## src/include/mmd_pkg.sv

```systemverilog
package mmd_pkg;

  localparam int unsigned ADDR_BITS = 16;

  // Plain windows of the 64 Kbyte space
  localparam logic [15:0] IO_LO   = 16'h0000;
  localparam logic [15:0] IO_HI   = 16'h003F;
  localparam logic [15:0] RAM_LO  = 16'h0040;
  localparam logic [15:0] RAM_HI  = 16'h043F;
  localparam logic [15:0] RSV_LO  = 16'h0500;
  localparam logic [15:0] RSV_HI  = 16'h057F;
  localparam logic [15:0] PROM_LO = 16'h1C00;
  localparam logic [15:0] PROM_HI = 16'h1D95;
  localparam logic [15:0] UFL_LO  = 16'hC000;
  localparam logic [15:0] UFL_HI  = 16'hFDFF;
  localparam logic [15:0] MON_LO  = 16'hFE20;
  localparam logic [15:0] MON_HI  = 16'hFF7D;
  localparam logic [15:0] VEC_LO  = 16'hFFDC;
  localparam logic [15:0] VEC_HI  = 16'hFFFF;
  localparam logic [15:0] SEC_LO  = 16'hFFF6;
  localparam logic [15:0] SEC_HI  = 16'hFFFD;

  // Single-byte system registers in the high page
  localparam logic [15:0] BRK_STAT_ADDR   = 16'hFE00;
  localparam logic [15:0] RST_CAUSE_ADDR  = 16'hFE01;
  localparam logic [15:0] RSV_A_ADDR      = 16'hFE02;
  localparam logic [15:0] BRK_FLAG_ADDR   = 16'hFE03;
  localparam logic [15:0] IRQ_ONE_ADDR    = 16'hFE04;
  localparam logic [15:0] IRQ_TWO_ADDR    = 16'hFE05;
  localparam logic [15:0] IRQ_THREE_ADDR  = 16'hFE06;
  localparam logic [15:0] RSV_B_ADDR      = 16'hFE07;
  localparam logic [15:0] FLASH_CTRL_ADDR = 16'hFE08;
  localparam logic [15:0] BRK_HIGH_ADDR   = 16'hFE09;
  localparam logic [15:0] BRK_LOW_ADDR    = 16'hFE0A;
  localparam logic [15:0] BRK_SCTL_ADDR   = 16'hFE0B;
  localparam logic [15:0] LOW_VOLT_ADDR   = 16'hFE0C;
  localparam logic [15:0] FLASH_PROT_ADDR = 16'hFF7E;

  // Unimplemented gaps swept by the decoder's own checks
  localparam logic [15:0] SYS_GAP_LO = 16'hFE0D;
  localparam logic [15:0] SYS_GAP_HI = 16'hFE1F;
  localparam logic [15:0] MID_GAP_LO = 16'h1D96;
  localparam logic [15:0] MID_GAP_HI = 16'hBFFF;

  typedef enum logic [4:0] {
    TGT_NONE,
    TGT_IO_PAGE,
    TGT_RAM,
    TGT_PROG_ROM,
    TGT_USER_FLASH,
    TGT_MONITOR_ROM,
    TGT_VECTORS,
    TGT_BREAK_STATUS,
    TGT_RESET_CAUSE,
    TGT_BREAK_FLAG_CTRL,
    TGT_IRQ_ONE,
    TGT_IRQ_TWO,
    TGT_IRQ_THREE,
    TGT_FLASH_CTRL,
    TGT_BREAK_ADDR_HIGH,
    TGT_BREAK_ADDR_LOW,
    TGT_BREAK_STATUS_CTRL,
    TGT_LOW_VOLTAGE,
    TGT_FLASH_PROTECT
  } mmd_target_type;

  localparam int unsigned NUM_SEL = 18;

  function automatic logic mmd_in_range(input logic [15:0] a, input logic [15:0] lo, input logic [15:0] hi);
    mmd_in_range = (a >= lo) && (a <= hi);
  endfunction : mmd_in_range

  // Bit t-1 of the select vector stands for target t; no access gives all zero
  function automatic logic [NUM_SEL-1:0] mmd_onehot(input mmd_target_type t);
    logic [NUM_SEL:0] wide;
    wide = '0;
    wide[t] = 1'b1;
    mmd_onehot = wide[NUM_SEL:1];
  endfunction : mmd_onehot

endpackage : mmd_pkg

```

## src/include/mmd_dec_if.sv

```systemverilog
`timescale 1ns/1ps
interface mmd_dec_if;
  import mmd_pkg::*;
  logic [15:0]    addr;
  mmd_target_type target;
  logic [15:0]    offset;
  logic           unimpl;
  logic           reserved;
  logic           secure;

  modport dec  (input addr, output target, output offset, output unimpl, output reserved, output secure);
  modport user (output addr, input target, input offset, input unimpl, input reserved, input secure);
endinterface : mmd_dec_if

```

## src/mmd_range_decode.sv

```systemverilog
`timescale 1ns/1ps
module mmd_range_decode
  import mmd_pkg::*;
(
  mmd_dec_if.dec bus
);

  logic [15:0] base;

  always_comb
  begin
    bus.target   = TGT_NONE;
    base         = bus.addr;
    bus.reserved = 1'b0;
    if (mmd_in_range(bus.addr, IO_LO, IO_HI))
    begin
      bus.target = TGT_IO_PAGE;
      base       = IO_LO;
    end
    else if (mmd_in_range(bus.addr, RAM_LO, RAM_HI))
    begin
      bus.target = TGT_RAM;
      base       = RAM_LO;
    end
    else if (mmd_in_range(bus.addr, PROM_LO, PROM_HI))
    begin
      bus.target = TGT_PROG_ROM;
      base       = PROM_LO;
    end
    else if (mmd_in_range(bus.addr, UFL_LO, UFL_HI))
    begin
      bus.target = TGT_USER_FLASH;
      base       = UFL_LO;
    end
    else if (mmd_in_range(bus.addr, MON_LO, MON_HI))
    begin
      bus.target = TGT_MONITOR_ROM;
      base       = MON_LO;
    end
    else if (mmd_in_range(bus.addr, VEC_LO, VEC_HI))
    begin
      bus.target = TGT_VECTORS;
      base       = VEC_LO;
    end
    else if (mmd_in_range(bus.addr, RSV_LO, RSV_HI))
      bus.reserved = 1'b1;
    else
    begin
      unique case (bus.addr)
        BRK_STAT_ADDR:   bus.target = TGT_BREAK_STATUS;
        RST_CAUSE_ADDR:  bus.target = TGT_RESET_CAUSE;
        BRK_FLAG_ADDR:   bus.target = TGT_BREAK_FLAG_CTRL;
        IRQ_ONE_ADDR:    bus.target = TGT_IRQ_ONE;
        IRQ_TWO_ADDR:    bus.target = TGT_IRQ_TWO;
        IRQ_THREE_ADDR:  bus.target = TGT_IRQ_THREE;
        FLASH_CTRL_ADDR: bus.target = TGT_FLASH_CTRL;
        BRK_HIGH_ADDR:   bus.target = TGT_BREAK_ADDR_HIGH;
        BRK_LOW_ADDR:    bus.target = TGT_BREAK_ADDR_LOW;
        BRK_SCTL_ADDR:   bus.target = TGT_BREAK_STATUS_CTRL;
        LOW_VOLT_ADDR:   bus.target = TGT_LOW_VOLTAGE;
        FLASH_PROT_ADDR: bus.target = TGT_FLASH_PROTECT;
        RSV_A_ADDR,
        RSV_B_ADDR:      bus.reserved = 1'b1;
        default:         bus.target = TGT_NONE;
      endcase
    end
    bus.offset = bus.addr - base;
    bus.unimpl = (bus.target == TGT_NONE) && !bus.reserved;
    bus.secure = mmd_in_range(bus.addr, SEC_LO, SEC_HI);
  end

endmodule : mmd_range_decode

```

## src/mmd_address_decoder.sv

```systemverilog
`timescale 1ns/1ps
module mmd_address_decoder
  import mmd_pkg::*;
#(
  parameter int unsigned ADDR_W = ADDR_BITS
)
(
  input  wire logic                clk,
  input  wire logic                srst,
  input  wire logic                clk_en,
  input  wire logic [ADDR_W-1:0]   cpu_addr,
  input  wire logic                cpu_access,
  input  wire logic                cpu_write,
  input  wire logic                illegal_rst_en,
  output logic [NUM_SEL-1:0]       target_sel_reg,
  output mmd_target_type           target_id_reg,
  output logic [ADDR_W-1:0]        local_offset_reg,
  output logic                     write_reg,
  output logic                     unimpl_reg,
  output logic                     reserved_reg,
  output logic                     security_byte_reg,
  output logic                     illegal_addr_rst_reg
);

  // The map is fixed to a flat 64 Kbyte space
  if (ADDR_W != ADDR_BITS)
  begin : g_width_check
    $error("mmd_address_decoder: ADDR_W must be 16");
  end

  mmd_dec_if dec_bus ();

  logic [NUM_SEL-1:0] target_sel_next;
  mmd_target_type     target_id_next;
  logic [ADDR_W-1:0]  local_offset_next;
  logic               write_next;
  logic               unimpl_next;
  logic               reserved_next;
  logic               security_byte_next;
  logic               illegal_addr_rst_next;

  assign dec_bus.addr = cpu_addr;

  mmd_range_decode u_range (
    .bus (dec_bus)
  );

  // Outputs are registered, so each decode shows one edge after the access
  always_comb
  begin
    target_sel_next       = '0;
    target_id_next        = TGT_NONE;
    local_offset_next     = '0;
    write_next            = 1'b0;
    unimpl_next           = 1'b0;
    reserved_next         = 1'b0;
    security_byte_next    = 1'b0;
    illegal_addr_rst_next = 1'b0;
    if (cpu_access)
    begin
      target_id_next        = dec_bus.target;
      target_sel_next       = mmd_onehot(dec_bus.target);
      local_offset_next     = dec_bus.offset;
      write_next            = cpu_write;
      unimpl_next           = dec_bus.unimpl;
      // Reserved space has no defined answer; flag it and select nothing
      reserved_next         = dec_bus.reserved;
      security_byte_next    = dec_bus.secure;
      illegal_addr_rst_next = dec_bus.unimpl && illegal_rst_en;
    end
  end

  always_ff @(posedge clk)
  begin
    if (srst)
    begin
      target_sel_reg       <= '0;
      target_id_reg        <= TGT_NONE;
      local_offset_reg     <= '0;
      write_reg            <= 1'b0;
      unimpl_reg           <= 1'b0;
      reserved_reg         <= 1'b0;
      security_byte_reg    <= 1'b0;
      illegal_addr_rst_reg <= 1'b0;
    end
    else if (clk_en)
    begin
      target_sel_reg       <= target_sel_next;
      target_id_reg        <= target_id_next;
      local_offset_reg     <= local_offset_next;
      write_reg            <= write_next;
      unimpl_reg           <= unimpl_next;
      reserved_reg         <= reserved_next;
      security_byte_reg    <= security_byte_next;
      illegal_addr_rst_reg <= illegal_addr_rst_next;
    end
  end
endmodule : mmd_address_decoder

```

## config.mk

```make
export PLATFORM = sky130hd
export DESIGN_NAME = mmd_address_decoder
export DESIGN_NICKNAME = d
export VERILOG_FILES = /design/src/include/mmd_pkg.sv /design/src/include/mmd_dec_if.sv /design/src/mmd_range_decode.sv /design/src/mmd_address_decoder.sv
export SDC_FILE = /design/constraint.sdc
export NUM_CORES = 1
export LEC_CHECK = 0
export BUFFER_PORTS_ARGS = -buffer_cell sky130_fd_sc_hd__buf_2
export CAP_MARGIN = 20
export CORE_MARGIN = 10
export CORE_UTILIZATION = 50
export DETAILED_ROUTE_END_ITERATION = 16
export GPL_ROUTABILITY_DRIVEN = 0
export PLACE_DENSITY_LB_ADDON = 0.15
export SLEW_MARGIN = 40
export SYNTH_ARGS = -nofsm -noshare
export SYNTH_HDL_FRONTEND = slang
export SYNTH_SLANG_ARGS = --single-unit
```

## constraint.sdc

```tcl
create_clock -name clk -period 4.9 [get_ports clk]
set_input_delay 0.735 -clock clk [delete_from_list [all_inputs] [get_ports clk]]
set_output_delay 0.735 -clock clk [all_outputs]
set_load 0.02 [all_outputs]
```

==> metrics.yaml, run 1 <==
place_ws_ns: 0.315
cts_buffer_depth: 2
globalRouteOverflowTotal: 0
avgViaCountPerCell: 5.80
drive_gt1_share_pct: 21.7
first_global_vias: 2600
fillers: 488
maxSlewViolCount: 0
worst_pin_slew_ns: 0.764
cp_data_required_time_ns: 5.12
synth-async-reset-ratio_pct: 0
start_util_pct: 52.5
num_rows: 26
ant_nets: 0
path_delay_family: "compound AO/OA/AOI/OAI gates"
worstPathArrival_ns: 4.54
wl_mm: 7.69
fp.dieH_um: 94.2
area.sequential_um2: 881
path_cells: "buf_2 -> nand4_1 -> or2_1 -> nand3_1 -> a21boi_1 -> nand2_1 -> nor2_1 -> o21ai_0 -> ha_1 -> a21oi_1 -> a21oi_1 -> a211oi_1 -> o21ai_0 -> a21oi_1 -> o21ai_0 -> xnor2_1 -> o31ai_1"
dieArea_mm2: 0.00887
slowest_stage: "a211oi_1"
p_total_mw: 0.872
core_area_mm2: 0.00524
hp-class: "flop to flop"
grt_max_degree: 48
leakage_nw: 1.45
ys_ff_latch: 44
clock-root-buffer: "clkbuf_8"
cts_buffers: 5
vias: 2707
hold_violations: 0
postSynthAreaPerCell_um2: 8.09
p_per_area_mw_per_mm2: 271
period_minus_slack_ns: 4.32
cts_tree: "done"
synth_compound_area_share_pct: 26.1
final_util_pct: 61.5
dp_cells: 459
crit_path_end_kind: "flop"
drt-pass1-iter-count: 5
synth_top_family_by_area: "compound AO/OA/AOI/OAI gates"
synth_top_area_share_pct: 32.0
synthAdderAreaFrac_pct: 8.91
syn_to_final_growth_pct: 17.1
syn-cell-area_mm2: 0.00275
finalSetupViolations: 0
grt_pass1_wl_mm: 12.7
cp-start-kind: "input port"
antenna_found_initial: 0
path_buf_inv: 1
dp_hpwl_mm: 5.73
setup_ws_ns: 0.581
diodes: 0
final.setup_skew_ns: 0
synthXorXnorAreaFrac_pct: 4.46
cts_max_level: 2
rsz0062_at_grt: "no"
largest_reg_flops: 18
wl_per_cell_um: 16.5
post_cts_buffers: 0
io_pins: 66
grtUsageTotal_pct: 17.1
period_share_pct: 88.1
drt_iter0_drc: 140
path_clk_slew_ns: 0.09
netlist_top_cells_area: "dfxtp_1 (32%), a22oi_1 (8.7%), ha_1 (8.2%)"
synth-edff-count: 0
muxShareOfSynthArea_pct: 0
critPathKind: "input port to flop"
clock_latency_ns: 0.30
hold_buffers: 0
synth_nets: 381
ctsResizeCount: 0
critPathMaxFanout: 7
clkSinkCount: 44
nets: 437
yosys.area.top_type: "dfxtp_1"
outcome: "finished clean"
ys_seq_area_share_pct: 32.0
syn_inst: 340
fin_cells: 467
ys.warnings.count: 0
relSlewSlack_pct: 49.1
tns_ns: 0
synth-simple-area-share_pct: 25.0
io_buffers: 65
vdd_drop_max_mv: 0.178
fmax_mhz: 232
max_cap_violations: 0
die_w_um: 94.2
ys_types: 58
drcViolationCount: 0
synthFlopType: "dfxtp_1"
cp_slowest_stage_delay_ns: 0.42
multi_input_area_mm2: 0.00177
## final timing paths
check | from | endpoint | slack [ns] | cells past startpoint
max reg2reg | local_offset_reg[2]$_SDFFE_PP0P_ | local_offset_reg[2]$_SDFFE_PP0P_ | 4.19 | 2
min | unimpl_reg$_SDFFE_PP0P_ | unimpl_reg$_SDFFE_PP0P_ | 0.46 | 1
min reg2reg | unimpl_reg$_SDFFE_PP0P_ | unimpl_reg$_SDFFE_PP0P_ | 0.46 | 1
max | cpu_addr[11] | local_offset_reg[14]$_SDFFE_PP0P_ | 0.58 | 17
## cell usage in the layout (no fill, tap or decap), drive strengths merged, types with 2 or more instances in the layout
| master | count |
|---|---|
| a21boi | 2 |
| nand4 | 6 |
| clkbuf | 5 |
| o311ai | 2 |
| o21bai | 2 |
| a31o | 2 |
| nor2b | 3 |
| and2b | 2 |
| o21a | 2 |
| a211oi | 4 |
| a22oi | 32 |
| nor3 | 5 |
| and3 | 3 |
| ha | 18 |
| nand2b | 5 |
| o221ai | 2 |
| a31oi | 2 |
| xor2 | 5 |
| nand3b | 3 |
| or2 | 2 |
| nand3 | 11 |
| o31ai | 2 |
| a211o | 2 |
| nor4b | 4 |
| inv | 8 |
| o21ai | 15 |
| nand2 | 30 |
| buf | 66 |
| or3 | 3 |
| xnor2 | 9 |
| nor4 | 2 |
| nor2 | 52 |
| a21oi | 20 |
| a21o | 8 |
| dfxtp | 44 |
## power by group
group	internal (mW)	leakage, nW	switching [mW]
Combinational	0.0800	1.04	0.126
Clock	0.154	0.0548	0.139
Sequential	0.368	0.356	0.00515
## final cells by class
class	instances	area share, %
clock buffers	5	2.14
well taps	70	2.72
flip-flops and latches	44	27.3
clock inverters	3	1.44
repair buffers	66	10.4
multi-input cells	271	55.0
inverters	8	0.932
## metrics by stage
step / hold slack [ns] / area (um2)
after CTS: 0.460 / 3220
after detailed placement: 0.438 / 3110
final: 0.456 / 3220
after floorplan: 0.530 / 2750
after global routing: 0.488 / 3220
after global placement: 0.434 / 3110
## synth_stat cells, types with 7 or more instances
library cell   n
nor2_1        51
dfxtp_1       44
a22oi_1       32
nand2_1       30
a21oi_1       20
ha_1          18
clkbuf_1      13
o21ai_0       12
nand3_1       11
xnor2_1        9
a21o_1         8
inv_1          7
## per-layer routing
| metal | up-vias | track usage, % | routed length, um |
|---|---|---|---|
| met2 | 80 | 27.2 | 3510 |
| met4 | 0 | 5.19 | 110 |
| met5 | - | 0 | 0 |
| li1 | 1349 | - | - |
| met3 | 13 | 5.44 | 575 |
| met1 | 1265 | 21.5 | 3490 |
## kinds of logic (layout without fill, tap and decap cells)
logic type               after synthesis  in the layout
adder cells (fa/ha/maj)               19             19
XOR/XNOR                              14             14
AO/OA/AOI/OAI                        104            104
AND/OR/NAND/NOR                      134            134
buffers and inverters                 25             82
flip-flops                            44             44
No activity file was read; power rests on OpenSTA's default activity.
==> run 2: changes to the inputs <==
- GPL_TIMING_DRIVEN: default -> 0
==> metrics.yaml, run 2 (synthesis gave the netlist of run 1 again) <==
ant_nets: 0
vias: 2743
die_w_um: 94.2
drt_iter0_drc: 210
num_rows: 26
layout_commonest_cell: "buf_2"
wl_per_cell_um: 16.2
avgViaCountPerCell: 5.68
fmax_mhz: 227
min-delay-start: "unimpl_reg$_SDFFE_PP0P_"
path_delay_family: "compound AO/OA/AOI/OAI gates"
dp_hpwl_mm: 6.07
hp-class: "flop to flop"
period_minus_slack_ns: 4.40
hold_slack_ns: 0.455
clock_latency_ns: 0.29
grtUsageTotal_pct: 17.7
period_share_pct: 89.7
hold_violations: 0
first_global_vias: 2630
cp-startpoint: "cpu_addr[11]"
cts_tree: "done"
grt_max_degree: 16
cts_buffer_depth: 2
finalSetupViolations: 0
crit_path_end_kind: "flop"
start_util_pct: 52.5
worst_pin_slew_ns: 0.554
slowest_stage: "a2111o_1"
cts_max_level: 2
antenna_found_initial: 0
dieArea_mm2: 0.00887
clock-root-buffer: "clkbuf_8"
p_per_area_mw_per_mm2: 268
path_buf_inv: 1
cp_data_required_time_ns: 5.14
clkSinkCount: 44
fp.dieH_um: 94.2
r2r_start: "target_sel_reg[1]$_SDFFE_PP0P_"
vdd_drop_max_mv: 0.144
outcome: "finished clean"
max_cap_violations: 0
globalRouteOverflowTotal: 0
cts_buffers: 5
diodes: 0
io_pins: 66
drt-pass1-iter-count: 4
syn_to_final_growth_pct: 19.4
critPathMaxFanout: 7
mostFrequentLayoutCells: "buf_2 (67), nor2_1 (51), dfxtp_1 (44), a22oi_1 (32), nand2_1 (30)"
largest_reg_flops: 18
rsz0062_at_grt: "no"
relSlewSlack_pct: 63.1
cp_common_cell: "a21oi_1"
leakage_nw: 1.47
wl_mm: 7.80
drive_gt1_share_pct: 21.3
hold_buffers: 0
core_area_mm2: 0.00524
critPathKind: "input port to flop"
path_cells: "buf_2 -> nand4_1 -> or2_1 -> nand3_1 -> a21boi_1 -> nand2_1 -> nor2_1 -> o21ai_0 -> ha_1 -> o21ai_1 -> a21oi_1 -> o21ai_1 -> a21oi_1 -> a31o_2 -> a31o_2 -> a2111o_1 -> a21oi_1"
grt_pass1_wl_mm: 13.0
io_buffers: 65
worstPathArrival_ns: 4.64
tns_ns: 0
cp-start-kind: "input port"
cp_slowest_stage_delay_ns: 0.40
path_clk_slew_ns: 0.10
maxSlewViolCount: 0
final.setup_skew_ns: 0
nets: 453
drcViolationCount: 0
-- run 2: final cells by class --
| type | instances | area (um2) |
|---|---|---|
| plain buffers | 17 | 66.3 |
| clock buffers | 5 | 68.8 |
| clock inverters | 3 | 46.3 |
| fillers | 492 | 1950 |
| inverters | 8 | 30.0 |
| multi-input cells | 271 | 1780 |
| flip-flops and latches | 44 | 881 |
| well taps | 70 | 87.6 |
| repair buffers | 65 | 325 |
-- run 2: worst register-to-register path, delay by kind of cell (launching register included) --
kind / cells / cell delay, ns
flops: 1 / 0.32
compound gates: 1 / 0.22
simple gates: 1 / 0.07
-- run 2: timing repair --
| action | CTS | global route |
|---|---|---|
| endpoints found under the setup margin | 0 | 1 |
| setup buffers | 0 | 0 |
| gates resized for setup | 0 | 1 |
-- run 2: where the power goes --
group / internal [mW] / switching, mW
clock: 0.154 / 0.141
combinational: 0.0830 / 0.130
sequential: 0.368 / 0.00491
total: 0.605 / 0.276
-- run 2: through the flow --
step	setup slack, ns	cells	utilization [%]	cell area, um2	total power, mW
finish	0.504	483	62.7	3280	0.881
global route	0.108	483	62.7	3280	0.925
CTS	0.414	483	62.6	3280	0.884
detailed placement	0.111	475	60.4	3160	0.592
global placement	0.208	475	60.4	3160	0.589
floorplan	0.970	340	-	2750	0.529
-- run 2: worst paths after layout --
kind / endpoint / slack (ns) / depth (start not counted)
worst max-delay path: local_offset_reg[15]$_SDFFE_PP0P_ / 0.50 / 17
worst min-delay path: unimpl_reg$_SDFFE_PP0P_ / 0.45 / 1
worst max register to register: target_sel_reg[1]$_SDFFE_PP0P_ / 4.17 / 2
worst min register to register: unimpl_reg$_SDFFE_PP0P_ / 0.45 / 1
-- run 2: metal layers --
| layer | GRT usage, % | vias up | wire [um] |
|---|---|---|---|
| met5 | 0 | - | 0 |
| li1 | - | 1391 | - |
| met1 | 22.9 | 1267 | 3630 |
| met4 | 4.30 | 0 | 78 |
| met3 | 5.04 | 8 | 614 |
| met2 | 28.1 | 77 | 3480 |
==> run 3: changes to the inputs <==
- PLACE_DENSITY: default -> 0.75
- PLACE_DENSITY_LB_ADDON: 0.15 -> default
- RECOVER_POWER: default -> 25
==> metrics.yaml, run 3 (synthesis gave the netlist of run 1 again) <==
max_cap_violations: 0
cts_buffers: 5
min_to: "unimpl_reg$_SDFFE_PP0P_"
vdd_drop_max_mv: 0.127
drive_gt1_share_pct: 15.7
globalRouteOverflowTotal: 0
fmax_mhz: 221
setup_ws_ns: 0.384
avgViaCountPerCell: 5.86
cp-startpoint: "cpu_addr[11]"
drt_iter0_drc: 187
dieArea_mm2: 0.00887
hold_buffers: 0
worst_pin_slew_ns: 0.613
antenna_found_initial: 0
cp-start-kind: "input port"
grt_pass1_wl_mm: 12.8
area.sequential_um2: 881
period_share_pct: 92.2
drt-pass1-iter-count: 5
p_total_mw: 0.883
syn_to_final_growth_pct: 18.4
grt_max_degree: 15
critPathKind: "input port to flop"
place_ws_ns: 0.177
wl_per_cell_um: 16.2
cp_data_required_time_ns: 5.11
vias: 2828
io_pins: 66
period_minus_slack_ns: 4.52
drcViolationCount: 0
hold_violations: 0
io_buffers: 65
r2r_end: "local_offset_reg[15]$_SDFFE_PP0P_"
die_w_um: 94.2
post_cts_buffers: 0
hp-class: "flop to flop"
core_area_mm2: 0.00524
diodes: 0
clock_latency_ns: 0.30
dp_hpwl_mm: 6.20
tns_ns: 0
relSlewSlack_pct: 59.1
fp.dieH_um: 94.2
min-delay-start: "unimpl_reg$_SDFFE_PP0P_"
worstPathArrival_ns: 4.73
nets: 453
critPathMaxFanout: 7
leakage_nw: 1.38
grtUsageTotal_pct: 17.4
multi_input_area_mm2: 0.00177
first_global_vias: 2650
layout_commonest_cell: "nor2_1"
r2r_setup_slack_ns: 4.19
final.setup_skew_ns: 0
fillers: 505
clkSinkCount: 44
start_util_pct: 52.5
crit_path_end_kind: "flop"
num_rows: 26
outcome: "finished clean"
mostFrequentLayoutCells: "nor2_1 (51), buf_2 (45), dfxtp_1 (44), clkbuf_1 (35), a22oi_1 (32)"
wl_mm: 7.84
maxSlewViolCount: 0
largest_reg_flops: 18
ant_nets: 0
finalSetupViolations: 0
rsz0062_at_grt: "no"
path_clk_slew_ns: 0.09
r2r_start: "local_offset_reg[15]$_SDFFE_PP0P_"
clock-root-buffer: "clkbuf_8"
ctsResizeCount: 0
cts_tree: "done"
p_per_area_mw_per_mm2: 271
rr_worst_depth: 2
cts_max_level: 2
cts_buffer_depth: 2
min_path_cells: 1
## run 3: cell count changes in the layout (fill, tap and decap cells not counted)
cell        delta
buf_2         -22
clkbuf_1      +22
a211oi_1       +1
a211oi_2       -1
clkbuf_8       +1
clkinv_4       +1
clkinvlp_4     -1
inv_6          -1
## run 3: worst max-delay path: stages
cell and delay, ns:
buf_2 0.16, nand4_1 0.21, or2_1 0.35, nand3_1 0.22, a21boi_1 0.37, nand2_1 0.12
nor4_1 0.33, ha_1 0.22, inv_1 0.05, fa_1 0.39, nand3_1 0.12, a21oi_1 0.09
a211oi_1 0.45, o21ai_0 0.16, a21oi_1 0.27, o21ai_0 0.15, xnor2_1 0.14, o31ai_1 0.18
## run 3: area by class of cell
class	instances	share of cell area (%)
Clock buffer	6	2.53
Multi-Input combinational cell	271	54.5
Inverter	8	0.922
Buffer	17	2.04
Clock inverter	2	1.19
Sequential cell	44	27.0
Timing Repair Buffer	65	9.14
Tap cell	70	2.69
## run 3: report_power, final
| part | internal [mW] | switching, mW |
|---|---|---|
| Sequential | 0.368 | 0.00529 |
| Combinational | 0.0807 | 0.129 |
| Clock | 0.167 | 0.133 |
## run 3: how the worst max path moves through the flow
stage	end	slack, ns	depth (start not counted)
after floorplan	local_offset_reg[14]$_SDFFE_PP0P_	0.97	17
after detailed placement	local_offset_reg[14]$_SDFFE_PP0P_	0.18	18
after global routing	local_offset_reg[14]$_SDFFE_PP0P_	0.09	17
after CTS	local_offset_reg[14]$_SDFFE_PP0P_	0.48	18
after global placement	local_offset_reg[14]$_SDFFE_PP0P_	0.24	18
final	local_offset_reg[14]$_SDFFE_PP0P_	0.38	18
## run 3: metal layers
| metal | vias to the layer above | track usage [%] | routed length (um) |
|---|---|---|---|
| met1 | 1339 | 22.1 | 3530 |
| met5 | - | 0 | 0 |
| li1 | 1389 | - | - |
| met2 | 91 | 28.7 | 3700 |
| met3 | 9 | 3.12 | 501 |
| met4 | 0 | 5.57 | 111 |
## run 3: stage by stage
| step | std cells | util, % | instance area, um2 | hold WS, ns |
|---|---|---|---|---|
| floorplan | 340 | - | 2750 | 0.530 |
| global placement | 475 | 60.4 | 3160 | 0.429 |
| detailed placement | 475 | 60.4 | 3160 | 0.438 |
| CTS | 483 | 62.7 | 3290 | 0.458 |
| global route | 483 | 62.2 | 3260 | 0.479 |
| finish | 483 | 62.2 | 3260 | 0.461 |
